**config.mk**
```make
export PLATFORM = sky130hd
export DESIGN_NAME = pll_and_power_mode_control
export DESIGN_NICKNAME = d
export VERILOG_FILES = /design/src/pkg/pll_power_pkg.sv /design/src/pkg/key_write_if.sv /design/src/logic/pll_and_power_mode_control.sv /design/src/logic/key_write_gate.sv
export SDC_FILE = /design/constraint.sdc
export NUM_CORES = 1
export LEC_CHECK = 0
export BUFFER_PORTS_ARGS = -buffer_cell sky130_fd_sc_hd__buf_2
export CAP_MARGIN = 5
export CORE_MARGIN = 2
export CORE_UTILIZATION = 46
export CTS_BUF_LIST = sky130_fd_sc_hd__clkbuf_8
export DETAILED_ROUTE_END_ITERATION = 8
export GPL_TIMING_DRIVEN = 0
export PLACE_DENSITY = 0.78
export SLEW_MARGIN = 20
export SYNTH_ARGS = -nofsm -noshare
export SYNTH_HDL_FRONTEND = slang
export SYNTH_HIERARCHICAL = 1
export SYNTH_SLANG_ARGS = --single-unit
```
**constraint.sdc**
```tcl
create_clock -name mclk -period 1.6 [get_ports mclk]
set_input_delay 0.08 -clock mclk [delete_from_list [all_inputs] [get_ports mclk]]
set_output_delay 0.08 -clock mclk [all_outputs]
set_load 0.03 [all_outputs]
```
**src/pkg/pll_power_pkg.sv**
```systemverilog
// constants and types for the pll and power mode control block
package pll_power_pkg;
  // ==========================================================
  // register byte addresses
  localparam logic [31:0] ADDR_STATUS = 32'hffff0400;
  localparam logic [31:0] ADDR_POW_PRE = 32'hffff0404;
  localparam logic [31:0] ADDR_POWER = 32'hffff0408;
  localparam logic [31:0] ADDR_POW_POST = 32'hffff040c;
  localparam logic [31:0] ADDR_PLL_PRE = 32'hffff0410;
  localparam logic [31:0] ADDR_PLL_SRC = 32'hffff0414;
  localparam logic [31:0] ADDR_PLL_POST = 32'hffff0418;
  // ==========================================================
  // key values
  localparam logic [31:0] PLL_PRE_KEY = 32'h000000aa;
  localparam logic [31:0] PLL_POST_KEY = 32'h00000055;
  localparam logic [31:0] POW_PRE_KEY = 32'h00000001;
  localparam logic [31:0] POW_POST_KEY = 32'h000000f4;
  // ==========================================================
  // reset values
  localparam logic [7:0] POWER_RESET = 8'h79;
  localparam logic [1:0] PLL_SRC_RESET = 2'h0;
  // ==========================================================
  // status fields
  localparam int STAT_LOST_BIT = 0;
  localparam int STAT_LOCK_BIT = 1;
  localparam int STAT_XTAL_BIT = 2;
  // ==========================================================
  // power control fields
  localparam int PWR_PREC_BIT = 7;
  localparam int PWR_XTAL_BIT = 6;
  localparam int PWR_PLL_BIT = 5;
  localparam int PWR_PERIPH_BIT = 4;
  localparam int PWR_CORE_BIT = 3;
  localparam int CD_MSB = 2;
  localparam int CD_LSB = 0;
  // ==========================================================
  // reference source codes
  localparam logic [1:0] SRC_LOW_POWER = 2'h0;
  localparam logic [1:0] SRC_PRECISION = 2'h1;
  localparam logic [1:0] SRC_CRYSTAL = 2'h2;
  localparam logic [1:0] SRC_RESERVED = 2'h3;
  // ==========================================================
  // pll and divider figures
  localparam logic [9:0] PLL_MULT = 10'h271;
  localparam int FLASH_DIV_LOG2 = 3;
  localparam int DIV_W = 7;
  // ==========================================================
  // key sequencer states
  typedef enum logic [1:0] {key_idle, key_armed, key_loaded} key_state_e;
endpackage

```
**src/pkg/key_write_if.sv**
```systemverilog
// bus tap and commit result between the top and a key sequencer
`timescale 1ns/10ps
`default_nettype none
interface key_write_if;
  logic wr;
  logic [31:0] addr;
  logic [31:0] wdata;
  logic commit;
  logic [7:0] data;
  modport gate (input wr, input addr, input wdata,
    output commit, output data);
  modport host (output wr, output addr, output wdata,
    input commit, input data);
endinterface
`default_nettype wire

```
**src/logic/pll_and_power_mode_control.sv**
```systemverilog
// pll reference, lock status and power mode control registers
//
// Design decision made here: strobed register access.
`timescale 1ns/10ps
`default_nettype none
module pll_and_power_mode_control (
  // clock and reset
  input wire logic mclk,
  input wire logic rst_n,
  // register port
  input wire logic [31:0] addr,
  input wire logic [31:0] wdata,
  input wire logic wr,
  input wire logic rd,
  output logic [31:0] rdata,
  // pins and analog status
  input wire logic crystal_input_pin,
  input wire logic pll_locked,
  input wire logic wake_event,
  // neighbouring logic on this clock
  input wire logic high_voltage_config,
  input wire logic wake_timer_on_lp,
  // clock controls
  output logic [1:0] pll_ref_sel,
  output logic [9:0] pll_mult,
  output logic [2:0] core_divider,
  output logic core_clk_en,
  output logic flash_clk_en,
  // power controls
  output logic precision_osc_en,
  output logic crystal_en,
  output logic pll_en,
  output logic periph_en,
  output logic core_en,
  output logic lin_wake_en,
  output logic wake_timer_run
);
  // ==========================================================
  // synchronisers for pins from other domains
  logic xtal_meta;
  logic xtal_s;
  logic lock_meta;
  logic lock_s;
  logic lock_d;
  logic wake_meta;
  logic wake_s;

  always_ff @(posedge mclk or negedge rst_n) begin
    if (!rst_n) begin
      xtal_meta <= 1'b0;
      xtal_s <= 1'b0;
      lock_meta <= 1'b0;
      lock_s <= 1'b0;
      lock_d <= 1'b0;
      wake_meta <= 1'b0;
      wake_s <= 1'b0;
    end else begin
      xtal_meta <= crystal_input_pin;
      xtal_s <= xtal_meta;
      lock_meta <= pll_locked;
      lock_s <= lock_meta;
      lock_d <= lock_s;
      wake_meta <= wake_event;
      wake_s <= wake_meta;
    end
  end

  // ==========================================================
  // key sequencers
  key_write_if pll_bus ();
  key_write_if pow_bus ();

  assign pll_bus.wr = wr;
  assign pll_bus.addr = addr;
  assign pll_bus.wdata = wdata;
  assign pow_bus.wr = wr;
  assign pow_bus.addr = addr;
  assign pow_bus.wdata = wdata;

  key_write_gate #(
    .PRE_ADDR(pll_power_pkg::ADDR_PLL_PRE),
    .REG_ADDR(pll_power_pkg::ADDR_PLL_SRC),
    .POST_ADDR(pll_power_pkg::ADDR_PLL_POST),
    .PRE_KEY(pll_power_pkg::PLL_PRE_KEY),
    .POST_KEY(pll_power_pkg::PLL_POST_KEY)
  ) pll_gate (
    .mclk(mclk),
    .rst_n(rst_n),
    .bus(pll_bus.gate)
  );

  key_write_gate #(
    .PRE_ADDR(pll_power_pkg::ADDR_POW_PRE),
    .REG_ADDR(pll_power_pkg::ADDR_POWER),
    .POST_ADDR(pll_power_pkg::ADDR_POW_POST),
    .PRE_KEY(pll_power_pkg::POW_PRE_KEY),
    .POST_KEY(pll_power_pkg::POW_POST_KEY)
  ) pow_gate (
    .mclk(mclk),
    .rst_n(rst_n),
    .bus(pow_bus.gate)
  );

  // ==========================================================
  // pll source select
  logic [1:0] pll_source_select;
  wire [1:0] new_src = pll_bus.data[1:0];
  // the reserved code is refused so the pll never loses its reference
  wire src_ok = new_src != pll_power_pkg::SRC_RESERVED;

  always_ff @(posedge mclk or negedge rst_n) begin
    if (!rst_n) begin
      pll_source_select <= pll_power_pkg::PLL_SRC_RESET;
    end else if (pll_bus.commit && src_ok) begin
      pll_source_select <= new_src;
    end
  end

  // ==========================================================
  // power control with interlocks and wake-up
  logic [7:0] power_control;
  logic [7:0] next_power;
  wire [7:0] cand = pow_bus.data;
  wire cand_core = cand[pll_power_pkg::PWR_CORE_BIT];
  wire cand_periph = cand[pll_power_pkg::PWR_PERIPH_BIT] | cand_core;
  wire cand_pll = cand[pll_power_pkg::PWR_PLL_BIT] | cand_periph;

  always_comb begin
    next_power = power_control;
    if (pow_bus.commit) begin
      next_power = cand;
      next_power[pll_power_pkg::PWR_PERIPH_BIT] = cand_periph;
      next_power[pll_power_pkg::PWR_PLL_BIT] = cand_pll;
    end
    // wake-up wins over a power-down arriving in the same cycle
    if (wake_s) begin
      next_power[pll_power_pkg::PWR_PLL_BIT] = 1'b1;
      next_power[pll_power_pkg::PWR_PERIPH_BIT] = 1'b1;
      next_power[pll_power_pkg::PWR_CORE_BIT] = 1'b1;
    end
  end

  always_ff @(posedge mclk or negedge rst_n) begin
    if (!rst_n) begin
      power_control <= pll_power_pkg::POWER_RESET;
    end else begin
      power_control <= next_power;
    end
  end

  // ==========================================================
  // lock loss flag
  logic lock_lost;
  wire lock_fall = lock_d && !lock_s;
  wire stat_wr = wr && addr == pll_power_pkg::ADDR_STATUS;
  wire lost_clr = stat_wr && wdata[pll_power_pkg::STAT_LOST_BIT];

  always_ff @(posedge mclk or negedge rst_n) begin
    if (!rst_n) begin
      lock_lost <= 1'b0;
    end else if (lock_fall) begin
      lock_lost <= 1'b1;
    end else if (lost_clr) begin
      lock_lost <= 1'b0;
    end
  end

  // ==========================================================
  // clock enables; mclk stands for the pll output
  logic [pll_power_pkg::DIV_W-1:0] div_count;
  wire [2:0] cd = power_control[pll_power_pkg::CD_MSB:pll_power_pkg::CD_LSB];
  wire [pll_power_pkg::DIV_W-1:0] cd_mask =
    ~({pll_power_pkg::DIV_W{1'b1}} << cd);
  wire core_tick = &(div_count | ~cd_mask);
  wire flash_tick = &div_count[pll_power_pkg::FLASH_DIV_LOG2-1:0];
  wire pll_on = power_control[pll_power_pkg::PWR_PLL_BIT];

  always_ff @(posedge mclk or negedge rst_n) begin
    if (!rst_n) begin
      div_count <= '0;
      core_clk_en <= 1'b0;
      flash_clk_en <= 1'b0;
    end else begin
      div_count <= div_count + 1'b1;
      core_clk_en <= pll_on && core_en && core_tick;
      // fallback rate keeps flash timing safe while lock is acquired
      flash_clk_en <= pll_on && periph_en && (lock_s || flash_tick);
    end
  end

  // ==========================================================
  // registered controls
  always_ff @(posedge mclk or negedge rst_n) begin
    if (!rst_n) begin
      pll_ref_sel <= pll_power_pkg::SRC_LOW_POWER;
      pll_mult <= 10'h000;
      precision_osc_en <= 1'b0;
      lin_wake_en <= 1'b0;
      wake_timer_run <= 1'b0;
    end else begin
      pll_ref_sel <= pll_source_select;
      pll_mult <= pll_power_pkg::PLL_MULT;
      precision_osc_en <= power_control[pll_power_pkg::PWR_PREC_BIT] &&
        high_voltage_config;
      // lin wake detection is not gated by the peripheral bit
      lin_wake_en <= 1'b1;
      wake_timer_run <= wake_timer_on_lp || periph_en;
    end
  end

  assign crystal_en = power_control[pll_power_pkg::PWR_XTAL_BIT];
  assign pll_en = power_control[pll_power_pkg::PWR_PLL_BIT];
  assign periph_en = power_control[pll_power_pkg::PWR_PERIPH_BIT];
  assign core_en = power_control[pll_power_pkg::PWR_CORE_BIT];
  assign core_divider = cd;

  // ==========================================================
  // read port, data one cycle after the strobe
  wire [7:0] status_val = {5'h00, xtal_s, lock_s, lock_lost};
  wire hit_stat = addr == pll_power_pkg::ADDR_STATUS;
  wire hit_pow = addr == pll_power_pkg::ADDR_POWER;
  wire hit_src = addr == pll_power_pkg::ADDR_PLL_SRC;
  wire [7:0] read_val = hit_stat ? status_val :
    hit_pow ? power_control :
    hit_src ? {6'h00, pll_source_select} : 8'h00;

  always_ff @(posedge mclk or negedge rst_n) begin
    if (!rst_n) begin
      rdata <= 32'h00000000;
    end else if (rd) begin
      rdata <= {24'h000000, read_val};
    end else begin
      rdata <= 32'h00000000;
    end
  end
endmodule
`default_nettype wire

```
**src/logic/key_write_gate.sv**
```systemverilog
// key sequencer guarding one protected register
`timescale 1ns/10ps
`default_nettype none
module key_write_gate #(
  parameter logic [31:0] PRE_ADDR = 32'h0,
  parameter logic [31:0] REG_ADDR = 32'h4,
  parameter logic [31:0] POST_ADDR = 32'h8,
  parameter logic [31:0] PRE_KEY = 32'h1,
  parameter logic [31:0] POST_KEY = 32'h2
) (
  // clock and reset
  input wire logic mclk,
  input wire logic rst_n,
  // bus tap and commit
  key_write_if.gate bus
);
  pll_power_pkg::key_state_e state;
  pll_power_pkg::key_state_e next_state;
  logic [7:0] held;
  wire pre_ok = bus.wr && bus.addr == PRE_ADDR && bus.wdata == PRE_KEY;
  wire reg_hit = bus.wr && bus.addr == REG_ADDR;
  wire post_ok = bus.wr && bus.addr == POST_ADDR && bus.wdata == POST_KEY;
  wire fire = post_ok && state == pll_power_pkg::key_loaded;

  // ==========================================================
  // sequence: pre key, value, post key, as consecutive writes
  always_comb begin
    next_state = state;
    if (bus.wr) begin
      next_state = pll_power_pkg::key_idle;
      unique case (state)
        pll_power_pkg::key_idle: ;
        pll_power_pkg::key_armed: begin
          if (reg_hit) begin
            next_state = pll_power_pkg::key_loaded;
          end
        end
        pll_power_pkg::key_loaded: ;
      endcase
      // a fresh pre key always restarts the sequence
      if (pre_ok) begin
        next_state = pll_power_pkg::key_armed;
      end
    end
  end

  always_ff @(posedge mclk or negedge rst_n) begin
    if (!rst_n) begin
      state <= pll_power_pkg::key_idle;
      held <= 8'h00;
      bus.commit <= 1'b0;
      bus.data <= 8'h00;
    end else begin
      state <= next_state;
      if (reg_hit && state == pll_power_pkg::key_armed) begin
        held <= bus.wdata[7:0];
      end
      bus.commit <= fire;
      bus.data <= held;
    end
  end
endmodule
`default_nettype wire

```
==> metrics, run 1 <==
final wirelength 6930 um; Final Skew 0.00598 ns; Port-buffer cells 99; Total Negative Setup Slacks 0 ns; setup ws final 0.0687 ns; P&R area growth vs syn 32.6%; Post-Syn Area 3180 um^2; I/O pin total 129; Startpoint Class flop; min Tclk post-route 1.53 ns; pre-CTS WS -0.387 ns; Die Area 7600 um^2; total number of yosys warnings 6; Avg Synthesized Cell Area 11.4 um^2; max-slew violation count 0; core box area 6760 um^2; WL/cell 13.5 um; # setup viols final 0; total CTS buffers 9; crit path capture type flop; final number of hold-violating endpoints 0; period utilisation layout 0.957; clock slew at reported path FFs 0.07 ns; mean number of vias per cell 5.15; Critical Path RT 1.82 ns; status finished clean; Residual DRC 0; leak pwr 2.11 nW; worst-skew pair later-pin latency 0.34 ns; layout cells sized above 1 0.433; CTS tree done; Worst Setup SP pow_gate/state[1]$_DFFE_PN0P_; DIE HEIGHT 87.2 um; ANT nets after route 0; Worst slew margin 0.473; pin count of the biggest net entering global routing 67; Congestion Overflow GR 0; CTS Sinks 66; Final nets 504; worst r2r src pow_gate/state[1]$_DFFE_PN0P_; HP Class primary input to flop; Max Cap Viol 0; Antenna Cells 0; FMAX 653 MHz; peak supply drop 0.354 mV; Initial Util 0.471; Least-Margin Pin Slew 0.790 ns; vias in the first global route 2,519; filler instances 571; clk buf depth 2; hold path start wdata[3]; row cnt 30; Die X 87.2 um; GP Congestion 0.944; Worst EP arrival 1.76 ns; first-pass GRT wire length 11,200 um; Synth Instances 280; Via Count 2,648; CTS Root Cell clkbuf_8; Worst Path Class, Setup flop to flop; initial antenna violation count 0; Pre-antenna DRT Iters 4; post-DP HPWL 5210 um; Initial DRC Count 101; maximum fanout along the worst path 8; H-tree levels 3; GRT Resource Usage Total 0.190; P per Cell Area 867 nW/um^2
==> worst max-delay path: stages (launching register included) <==
cell	delay [ns]
dfrtp_1	0.39
nor2_1	0.09
nand4_1	0.16
nor4b_4	0.27
buf_6	0.17
mux2_2	0.34
==> layer usage <==
metal / vias up / global-route usage / routed length, um
met5: - / 0 / 0
met4: 0 / 0.0629 / 49
met3: 7 / 0.0531 / 489
met2: 115 / 0.317 / 3530
met1: 1251 / 0.238 / 2860
li1: 1275 / - / -
==> final timing paths <==
path / cells past startpoint / endpoint / slack [ns]
setup / recovery: 5 / pow_gate/held[4]$_DFFE_PN0P_ / 0.07
min in group asynchronous: 2 / pll_ref_sel[1]$_DFF_PN0_ / 0.37
hold / removal: 2 / pow_gate/held[3]$_DFFE_PN0P_ / 0.03
setup reg to reg: 5 / pow_gate/held[4]$_DFFE_PN0P_ / 0.07
hold reg to reg: 0 / wake_s$_DFF_PN0_ / 0.35
max in group asynchronous: 2 / div_count[4]$_DFF_PN0_ / 0.71
==> final cells by class <==
type,count,area [um^2],share of cell area
Inverter,10,37.5,0.00890
Multi-Input combinational cell,193,1310,0.310
Buffer,39,285,0.0677
Sequential cell,66,1660,0.393
Tap cell,80,100,0.0237
Timing Repair Buffer,110,599,0.142
Clock inverter,6,90.1,0.0214
Clock buffer,10,138,0.0326
==> power by group <==
group | switching, W | internal (W) | leakage, nW
combinational | 0.000268 | 0.000167 | 1.14
sequential | 0.00000700 | 0.00168 | 0.854
clock | 0.000613 | 0.000921 | 0.112
total | 0.000888 | 0.00277 | 2.11
==> cells in the final DEF (no fill, tap or decap), types with 2 or more instances in the layout <==
cell type,count
nand4_1,20
mux2_2,14
conb_1,30
inv_1,10
o22ai_1,3
nor4bb_1,2
clkinv_4,2
nor4b_1,4
nand2b_1,2
nor2_1,14
nand4b_1,4
buf_4,42
and3_1,3
nor4_4,2
nand3_1,8
nor2b_1,4
dfstp_2,5
dfrtp_1,61
bufinv_16,2
mux2i_1,2
clkbuf_8,10
ha_1,2
or2_2,2
xnor2_1,4
or4_4,2
a21oi_1,4
nand2_1,8
buf_2,98
or3_1,2
o21ai_0,6
nor3b_1,2
and4_1,7
clkbuf_1,2
nor4_1,18
nor3_1,7
dlygate4sd3_1,6
==> per-stage QoR <==
step,area (um^2),power [W],hold WS [ns],util,cells
3_3_place_gp,3880,0.00213,0.191,0.574,487
4_1_cts,4200,0.00370,0.0133,0.621,512
3_5_place_dp,3880,0.00214,0.190,0.575,487
5_1_grt,4220,0.00381,0.0180,0.624,514
2_1_floorplan,3290,0.00194,-0.216,-,308
6_report,4220,0.00366,0.0273,0.624,514
==> flip-flops by register name (all words and copies together) (netlist names), 2 cells and up <==
| register | cells |
|---|---|
| pow_gate/bus.data | 8 |
| pow_gate/held | 8 |
| power_control | 8 |
| rdata | 8 |
| div_count | 7 |
| pll_gate/bus.data | 2 |
| pll_gate/held | 2 |
| pll_gate/state | 2 |
| pll_ref_sel | 2 |
| pll_source_select | 2 |
| pow_gate/state | 2 |
==> what timing repair did <==
action,CTS,global route
endpoints found under the setup margin,8,8
cloned,0,0
pin swaps,2,2
hold buffers,6,0
buffers inserted,3,2
endpoints found under the hold margin,66,0
gates resized for setup,1,1
No activity file was read; power rests on OpenSTA's default activity.
==> run 2, diff against run 1 <==
==> constraint.sdc (replaced) <==
create_clock -name mclk -period 1.6 [get_ports mclk]
set_input_delay 0.48 -clock mclk [delete_from_list [all_inputs] [get_ports mclk]]
set_output_delay 0.48 -clock mclk [all_outputs]
set_load 0.03 [all_outputs]
==> run 2 against run 1 <==
The flow now finishes with violations (negative setup slack). Global-route usage increased by 1.0 points. Clock-buffer cell count decreased by 1. Sequential power barely moved. Maximum frequency fell by 14%. Combinational power grew 4%. Clock power decreased by 12%. Critical endpoint is now pll_gate/bus.commit$_DFF_PN0_. Largest cell class unchanged.
==> metrics, run 2 (synthesis results as in run 1) <==
met1 Usage GRT 0.247 (was 0.238); HP Class primary input to async pin (was primary input to flop); CTS tree done (unchanged); final wirelength 7410 um (was 6930 um); Via Count 2,659 (was 2,648); Residual DRC 0 (unchanged); initial antenna violation count 0 (unchanged); post-DP HPWL 5350 um (was 5210 um); worst-skew pair later-pin latency 0.34 ns (about the same); # setup viols final 13 (was 0); Multi-input gate area 1390 um^2 (was 1310 um^2); Core Util, Final 0.643 (was 0.624); Antenna Cells 0 (unchanged); hold buffers post-CTS 0 (was 6); GR Util met2 0.317 (unchanged); min Tclk post-route 1.77 ns (was 1.53 ns); row cnt 30 (unchanged); GRT Resource Usage Total 0.200 (was 0.190); max-slew violation count 0 (unchanged); FMAX 564 MHz (was 653 MHz); H-tree levels 3 (unchanged); leak pwr 2.15 nW (was 2.11 nW); Die Area 7600 um^2 (unchanged); layout cells sized above 1 0.467 (was 0.433); ANT nets after route 0 (unchanged); total power 0.00348 W (was 0.00366 W); pre-CTS WS -0.746 ns (was -0.387 ns); Congestion Overflow GR 0 (unchanged); Hold WS 0.209 ns (was 0.0273 ns); Worst EP arrival 2.02 ns (was 1.76 ns); P&R area growth vs syn 36.7% (was 32.6%); GP Congestion 0.860 (was 0.944); Startpoint Class primary input (was flop); final non-filler cell total 515 (was 514); Worst Path Class, Setup primary input to flop (was flop to flop); sequential cell area 1660 um^2 (about the same); WL/cell 14.4 um (was 13.5 um); setup ws final -0.173 ns (was 0.0687 ns); CTS Sinks 66 (unchanged); RSZ-0062 raised after global routing yes; clock slew at reported path FFs 0.07 ns (about the same); commonest non-fill, non-tap cell in the layout buf_2 (unchanged); Final nets 505 (was 504); Final Skew 0.00600 ns (was 0.00598 ns); filler instances 550 (was 571); Pre-antenna DRT Iters 4 (unchanged); DIE HEIGHT 87.2 um (unchanged); Post-Place Cells 487 (unchanged); Initial Util 0.471 (unchanged); final number of hold-violating endpoints 0 (unchanged); crit path capture type flop (unchanged); violated checks negative setup slack; GR met3 Demand/Resource 0.0739 (was 0.0531); peak supply drop 0.380 mV (was 0.354 mV); pin count of the biggest net entering global routing 67 (unchanged); first-pass GRT wire length 11,600 um (was 11,200 um); most frequent cells in the layout buf_2, dfrtp_1, buf_4, conb_1, nand4_1 (unchanged); status finished, violations left (was finished clean); mean number of vias per cell 5.16 (was 5.15); GRT Max-Usage Layer met2 (unchanged); Initial DRC Count 134 (was 101); P per Cell Area 801 nW/um^2 (was 867 nW/um^2); Max Cap Viol 0 (unchanged); total CTS buffers 9 (unchanged); Least-Margin Pin Slew 0.791 ns (was 0.790 ns); CTS Root Cell clkbuf_8 (unchanged); maximum fanout along the worst path 4 (was 8); Reg2Reg Setup Slack 0.01 ns (was 0.07 ns); Critical Path Slowest Stage Cell or4_4 (was dfrtp_1); Worst slew margin 0.473 (about the same); clk buf depth 2 (unchanged); core box area 6760 um^2 (unchanged); CP cell instances buf_8, or4_4, nor4_4, buf_4, nand4_1, nor4_2 (was nor2_1, nand4_1, nor4b_4, buf_6, mux2_2); largest stage delay on the critical path 0.54 ns (was 0.39 ns); Port-buffer cells 99 (unchanged); Die X 87.2 um (unchanged); I/O pin total 129 (unchanged); period utilisation layout 1.11 (was 0.957); vias in the first global route 2,509 (was 2,519); Critical Path RT 1.84 ns (was 1.82 ns)
[run 2: cell types whose count changed in the layout (fill, tap and decap cells not counted), sizes merged]
cell / previous run / this run
clkinv: 3 / 5
buf: 141 / 147
bufinv: 2 / 1
dlygate4sd3: 6 / 0
[run 2: final cells by class]
class / instances / share of cell area
timing repair buffer: 112 / 0.159
inverter: 10 / 0.00864
tap: 80 / 0.0230
sequential: 66 / 0.382
clock inverter: 7 / 0.0161
multi-input combinational: 193 / 0.320
clock buffer: 9 / 0.0285
buffer: 38 / 0.0639
[run 2: metrics by stage]
step	cell area, um^2	TNS, ns
3_5_place_dp	3910	-10.78
3_3_place_gp	3910	-17.99
4_1_cts	4240	-1.21
2_1_floorplan	3310	-3.42
6_report	4350	-1.57
5_1_grt	4350	-1.53
[run 2: per-layer routing]
layer / routed length (um) / up-vias
met5: 0 / -
met4: 123 / 0
met3: 429 / 11
met2: 3680 / 100
met1: 3180 / 1274
li1: - / 1274
[run 2: worst paths after layout]
path	startpoint	endpoint	cells past startpoint
max	addr[9]	pll_gate/bus.commit$_DFF_PN0_	6
min in group mclk	wake_event	wake_meta$_DFF_PN0_	1
min reg2reg	wake_meta$_DFF_PN0_	wake_s$_DFF_PN0_	0
min	rst_n	rdata[0]$_DFF_PN0_	1
max in group asynchronous	rst_n	power_control[1]$_DFFE_PN0P_	1
max reg2reg	pow_gate/state[1]$_DFFE_PN0P_	pow_gate/held[1]$_DFFE_PN0P_	5
[run 2: power by group]
part           internal (W)  total, W  switching [W]
combinational      0.000178  0.000453       0.000275
clock              0.000715   0.00134       0.000626
sequential          0.00168   0.00169     0.00000684
total               0.00257   0.00348       0.000908
[run 2: critical path: cells and delay by family]
kind / cells / cell delay (ns)
and+or+nand+nor: 4 / 1.27
buffers and inverters: 2 / 0.27
[run 2: timing repair]
action | in CTS | in global routing
pin swaps | 5 | 8
endpoints found under the setup margin | 16 | 29
gates resized for setup | 22 | 26
setup buffers | 7 | 7
==> run 3, diff against run 2 <==
--- a/config.mk
+++ b/config.mk
@@ -8,11 +8,10 @@
 export BUFFER_PORTS_ARGS = -buffer_cell sky130_fd_sc_hd__buf_2
 export CAP_MARGIN = 5
 export CORE_MARGIN = 2
-export CORE_UTILIZATION = 46
-export CTS_BUF_LIST = sky130_fd_sc_hd__clkbuf_8
+export CORE_UTILIZATION = 45
 export DETAILED_ROUTE_END_ITERATION = 8
 export GPL_TIMING_DRIVEN = 0
-export PLACE_DENSITY = 0.78
+export PLACE_DENSITY = 0.77
 export SLEW_MARGIN = 20
 export SYNTH_ARGS = -nofsm -noshare
 export SYNTH_HDL_FRONTEND = slang
==> run 3 against run 2 <==
The run still ends with negative setup slack left. Largest power group unchanged. Clock skew is 0.0032 ns higher. Critical endpoint is now pow_gate/held[6]$_DFFE_PN0P_. Global-route usage down 0.25 points. Critical path type unchanged. Core utilization fell by 1.3 points.
==> metrics, run 3 (synthesis results as in run 1) <==
status finished, violations left (unchanged); violated checks negative setup slack (unchanged); clock slew at reported path FFs 0.07 ns (about the same); Total Negative Setup Slacks -1.15 ns (was -1.57 ns); final wirelength 7270 um (was 7410 um); Internal 0.00261 W (was 0.00257 W); WL/cell 13.8 um (was 14.4 um); row cnt 30 (unchanged); CTS tree done (unchanged); core box area 6830 um^2 (was 6760 um^2); Via Count 2,629 (was 2,659); pin count of the biggest net entering global routing 67 (unchanged); H-tree levels 3 (unchanged); Antenna Cells 0 (unchanged); Initial Util 0.466 (was 0.471); crit path capture type flop (unchanged); vias in the first global route 2,501 (was 2,509); period utilisation layout 1.08 (was 1.11); post-DP HPWL 5470 um (was 5350 um); CTS Sinks 66 (unchanged); layout cells sized above 1 0.456 (was 0.467); GRT Resource Usage Total 0.197 (was 0.200); Die Area 7760 um^2 (was 7600 um^2); worst-skew pair later-pin latency 0.33 ns (was 0.34 ns); min Tclk post-route 1.72 ns (was 1.77 ns); Final Skew 0.00916 ns (was 0.00600 ns); Hold WS 0.221 ns (was 0.209 ns); Reg power frac 0.483 (was 0.485); FMAX 581 MHz (was 564 MHz); commonest non-fill, non-tap cell in the layout buf_2 (unchanged); Worst slew margin 0.477 (was 0.473); Worst EP arrival 1.93 ns (was 2.02 ns); P&R area growth vs syn 35.3% (was 36.7%); sw frac 0.251 (was 0.261); Worst Path Class, Setup primary input to flop (unchanged); Final nets 502 (was 505); ANT nets after route 0 (unchanged); P_sw 0.000875 W (was 0.000908 W); maximum fanout along the worst path 8 (was 4); GP Congestion 0.959 (was 0.860); peak supply drop 0.434 mV (was 0.380 mV); leak pwr 2.11 nW (was 2.15 nW); Clk pwr share 0.389 (was 0.385); Comb power frac 0.128 (was 0.130); Residual DRC 0 (unchanged); total CTS buffers 9 (unchanged); mean number of vias per cell 4.98 (was 5.16); HP Class primary input to async pin (unchanged); P per Cell Area 811 nW/um^2 (was 801 nW/um^2); clk buf depth 2 (unchanged); first-pass GRT wire length 11,700 um (was 11,600 um); Max Cap Viol 0 (unchanged); Pre-antenna DRT Iters 4 (unchanged); final number of hold-violating endpoints 0 (unchanged); Critical Path RT 1.81 ns (was 1.84 ns); DIE HEIGHT 88.1 um (was 87.2 um); Port-buffer cells 99 (unchanged); I/O pin total 129 (unchanged); Die X 88.1 um (was 87.2 um); Startpoint Class primary input (unchanged); Initial DRC Count 103 (was 134); RSZ-0062 raised after global routing yes (unchanged); setup ws final -0.121 ns (was -0.173 ns); Congestion Overflow GR 0 (unchanged); Least-Margin Pin Slew 0.785 ns (was 0.791 ns); CTS Root Cell clkbuf_8 (unchanged); max-slew violation count 0 (unchanged); initial antenna violation count 0 (unchanged); most frequent cells in the layout buf_2, dfrtp_1, buf_4, conb_1, nand4_1 (unchanged); hold buffers post-CTS 0 (unchanged); # setup viols final 12 (was 13); Core Util, Final 0.630 (was 0.643); total power 0.00349 W (was 0.00348 W)
==> run 3: cell types whose count changed in the layout (fill, tap and decap cells not counted), sizes merged <==
cell	before	now
clkinv	5	2
clkbuf	12	14
buf	147	145
==> run 3: cell type report <==
type / count / area [um^2]
plain buffers: 38 / 278
clock inverters: 4 / 51.3
repair buffers: 109 / 626
clock buffers: 12 / 145
flip-flops and latches: 66 / 1660
well taps: 96 / 120
inverters: 10 / 37.5
multi-input cells: 193 / 1390
fillers: 578 / 2530
==> run 3: per-layer routing <==
| metal | GRT usage | routed length (um) | up-vias | share of wire |
|---|---|---|---|---|
| li1 | - | - | 1279 | - |
| met1 | 0.249 | 3100 | 1253 | 0.43 |
| met2 | 0.330 | 3680 | 91 | 0.51 |
| met3 | 0.0641 | 400 | 6 | 0.055 |
| met4 | 0.0510 | 85 | 0 | 0.012 |
| met5 | 0 | 0 | - | 0 |
==> run 3: path summary, 6_finish.rpt <==
kind | to | depth (start not counted) | slack, ns | start
setup / recovery | pow_gate/held[6]$_DFFE_PN0P_ | 6 | -0.12 | addr[6]
hold / removal | rdata[1]$_DFF_PN0_ | 1 | 0.22 | rst_n
setup reg to reg | pow_gate/held[6]$_DFFE_PN0P_ | 5 | -0.01 | pow_gate/state[1]$_DFFE_PN0P_
hold reg to reg | wake_s$_DFF_PN0_ | 0 | 0.35 | wake_meta$_DFF_PN0_
max in group asynchronous | power_control[1]$_DFFE_PN0P_ | 1 | 0.81 | rst_n
min in group mclk | lock_meta$_DFF_PN0_ | 1 | 0.25 | pll_locked
==> run 3: what timing repair did <==
| action | in CTS | in global routing |
|---|---|---|
| setup endpoints to repair | 16 | 25 |
| pin swaps | 4 | 10 |
| buffers inserted | 4 | 6 |
| resized for setup | 22 | 8 |
==> run 3: power groups by stage <==
stage               registers (W)  clock network [W]  logic [W]
detailed placement        0.00172                  0   0.000425
global placement          0.00172                  0   0.000418
floorplan                 0.00172                  0   0.000218
CTS                       0.00169            0.00139   0.000435
global route              0.00169            0.00146   0.000484
finish                    0.00169            0.00136   0.000445
==> run 3: through the flow <==
step	worst slack (ns)	cells	cell area, um^2
after floorplan	-0.282	308	3310
after global placement	-0.647	503	3930
after detailed placement	-0.685	503	3930
after CTS	-0.115	523	4230
after global routing	-0.128	528	4300
final	-0.121	528	4300
==> run 3: worst max-delay path, cell delays in order <==
cell and delay (ns):
buf_8 0.10, nor4_4 0.33, nand4_1 0.23, nor4b_4 0.27
buf_6 0.20, mux2_4 0.31
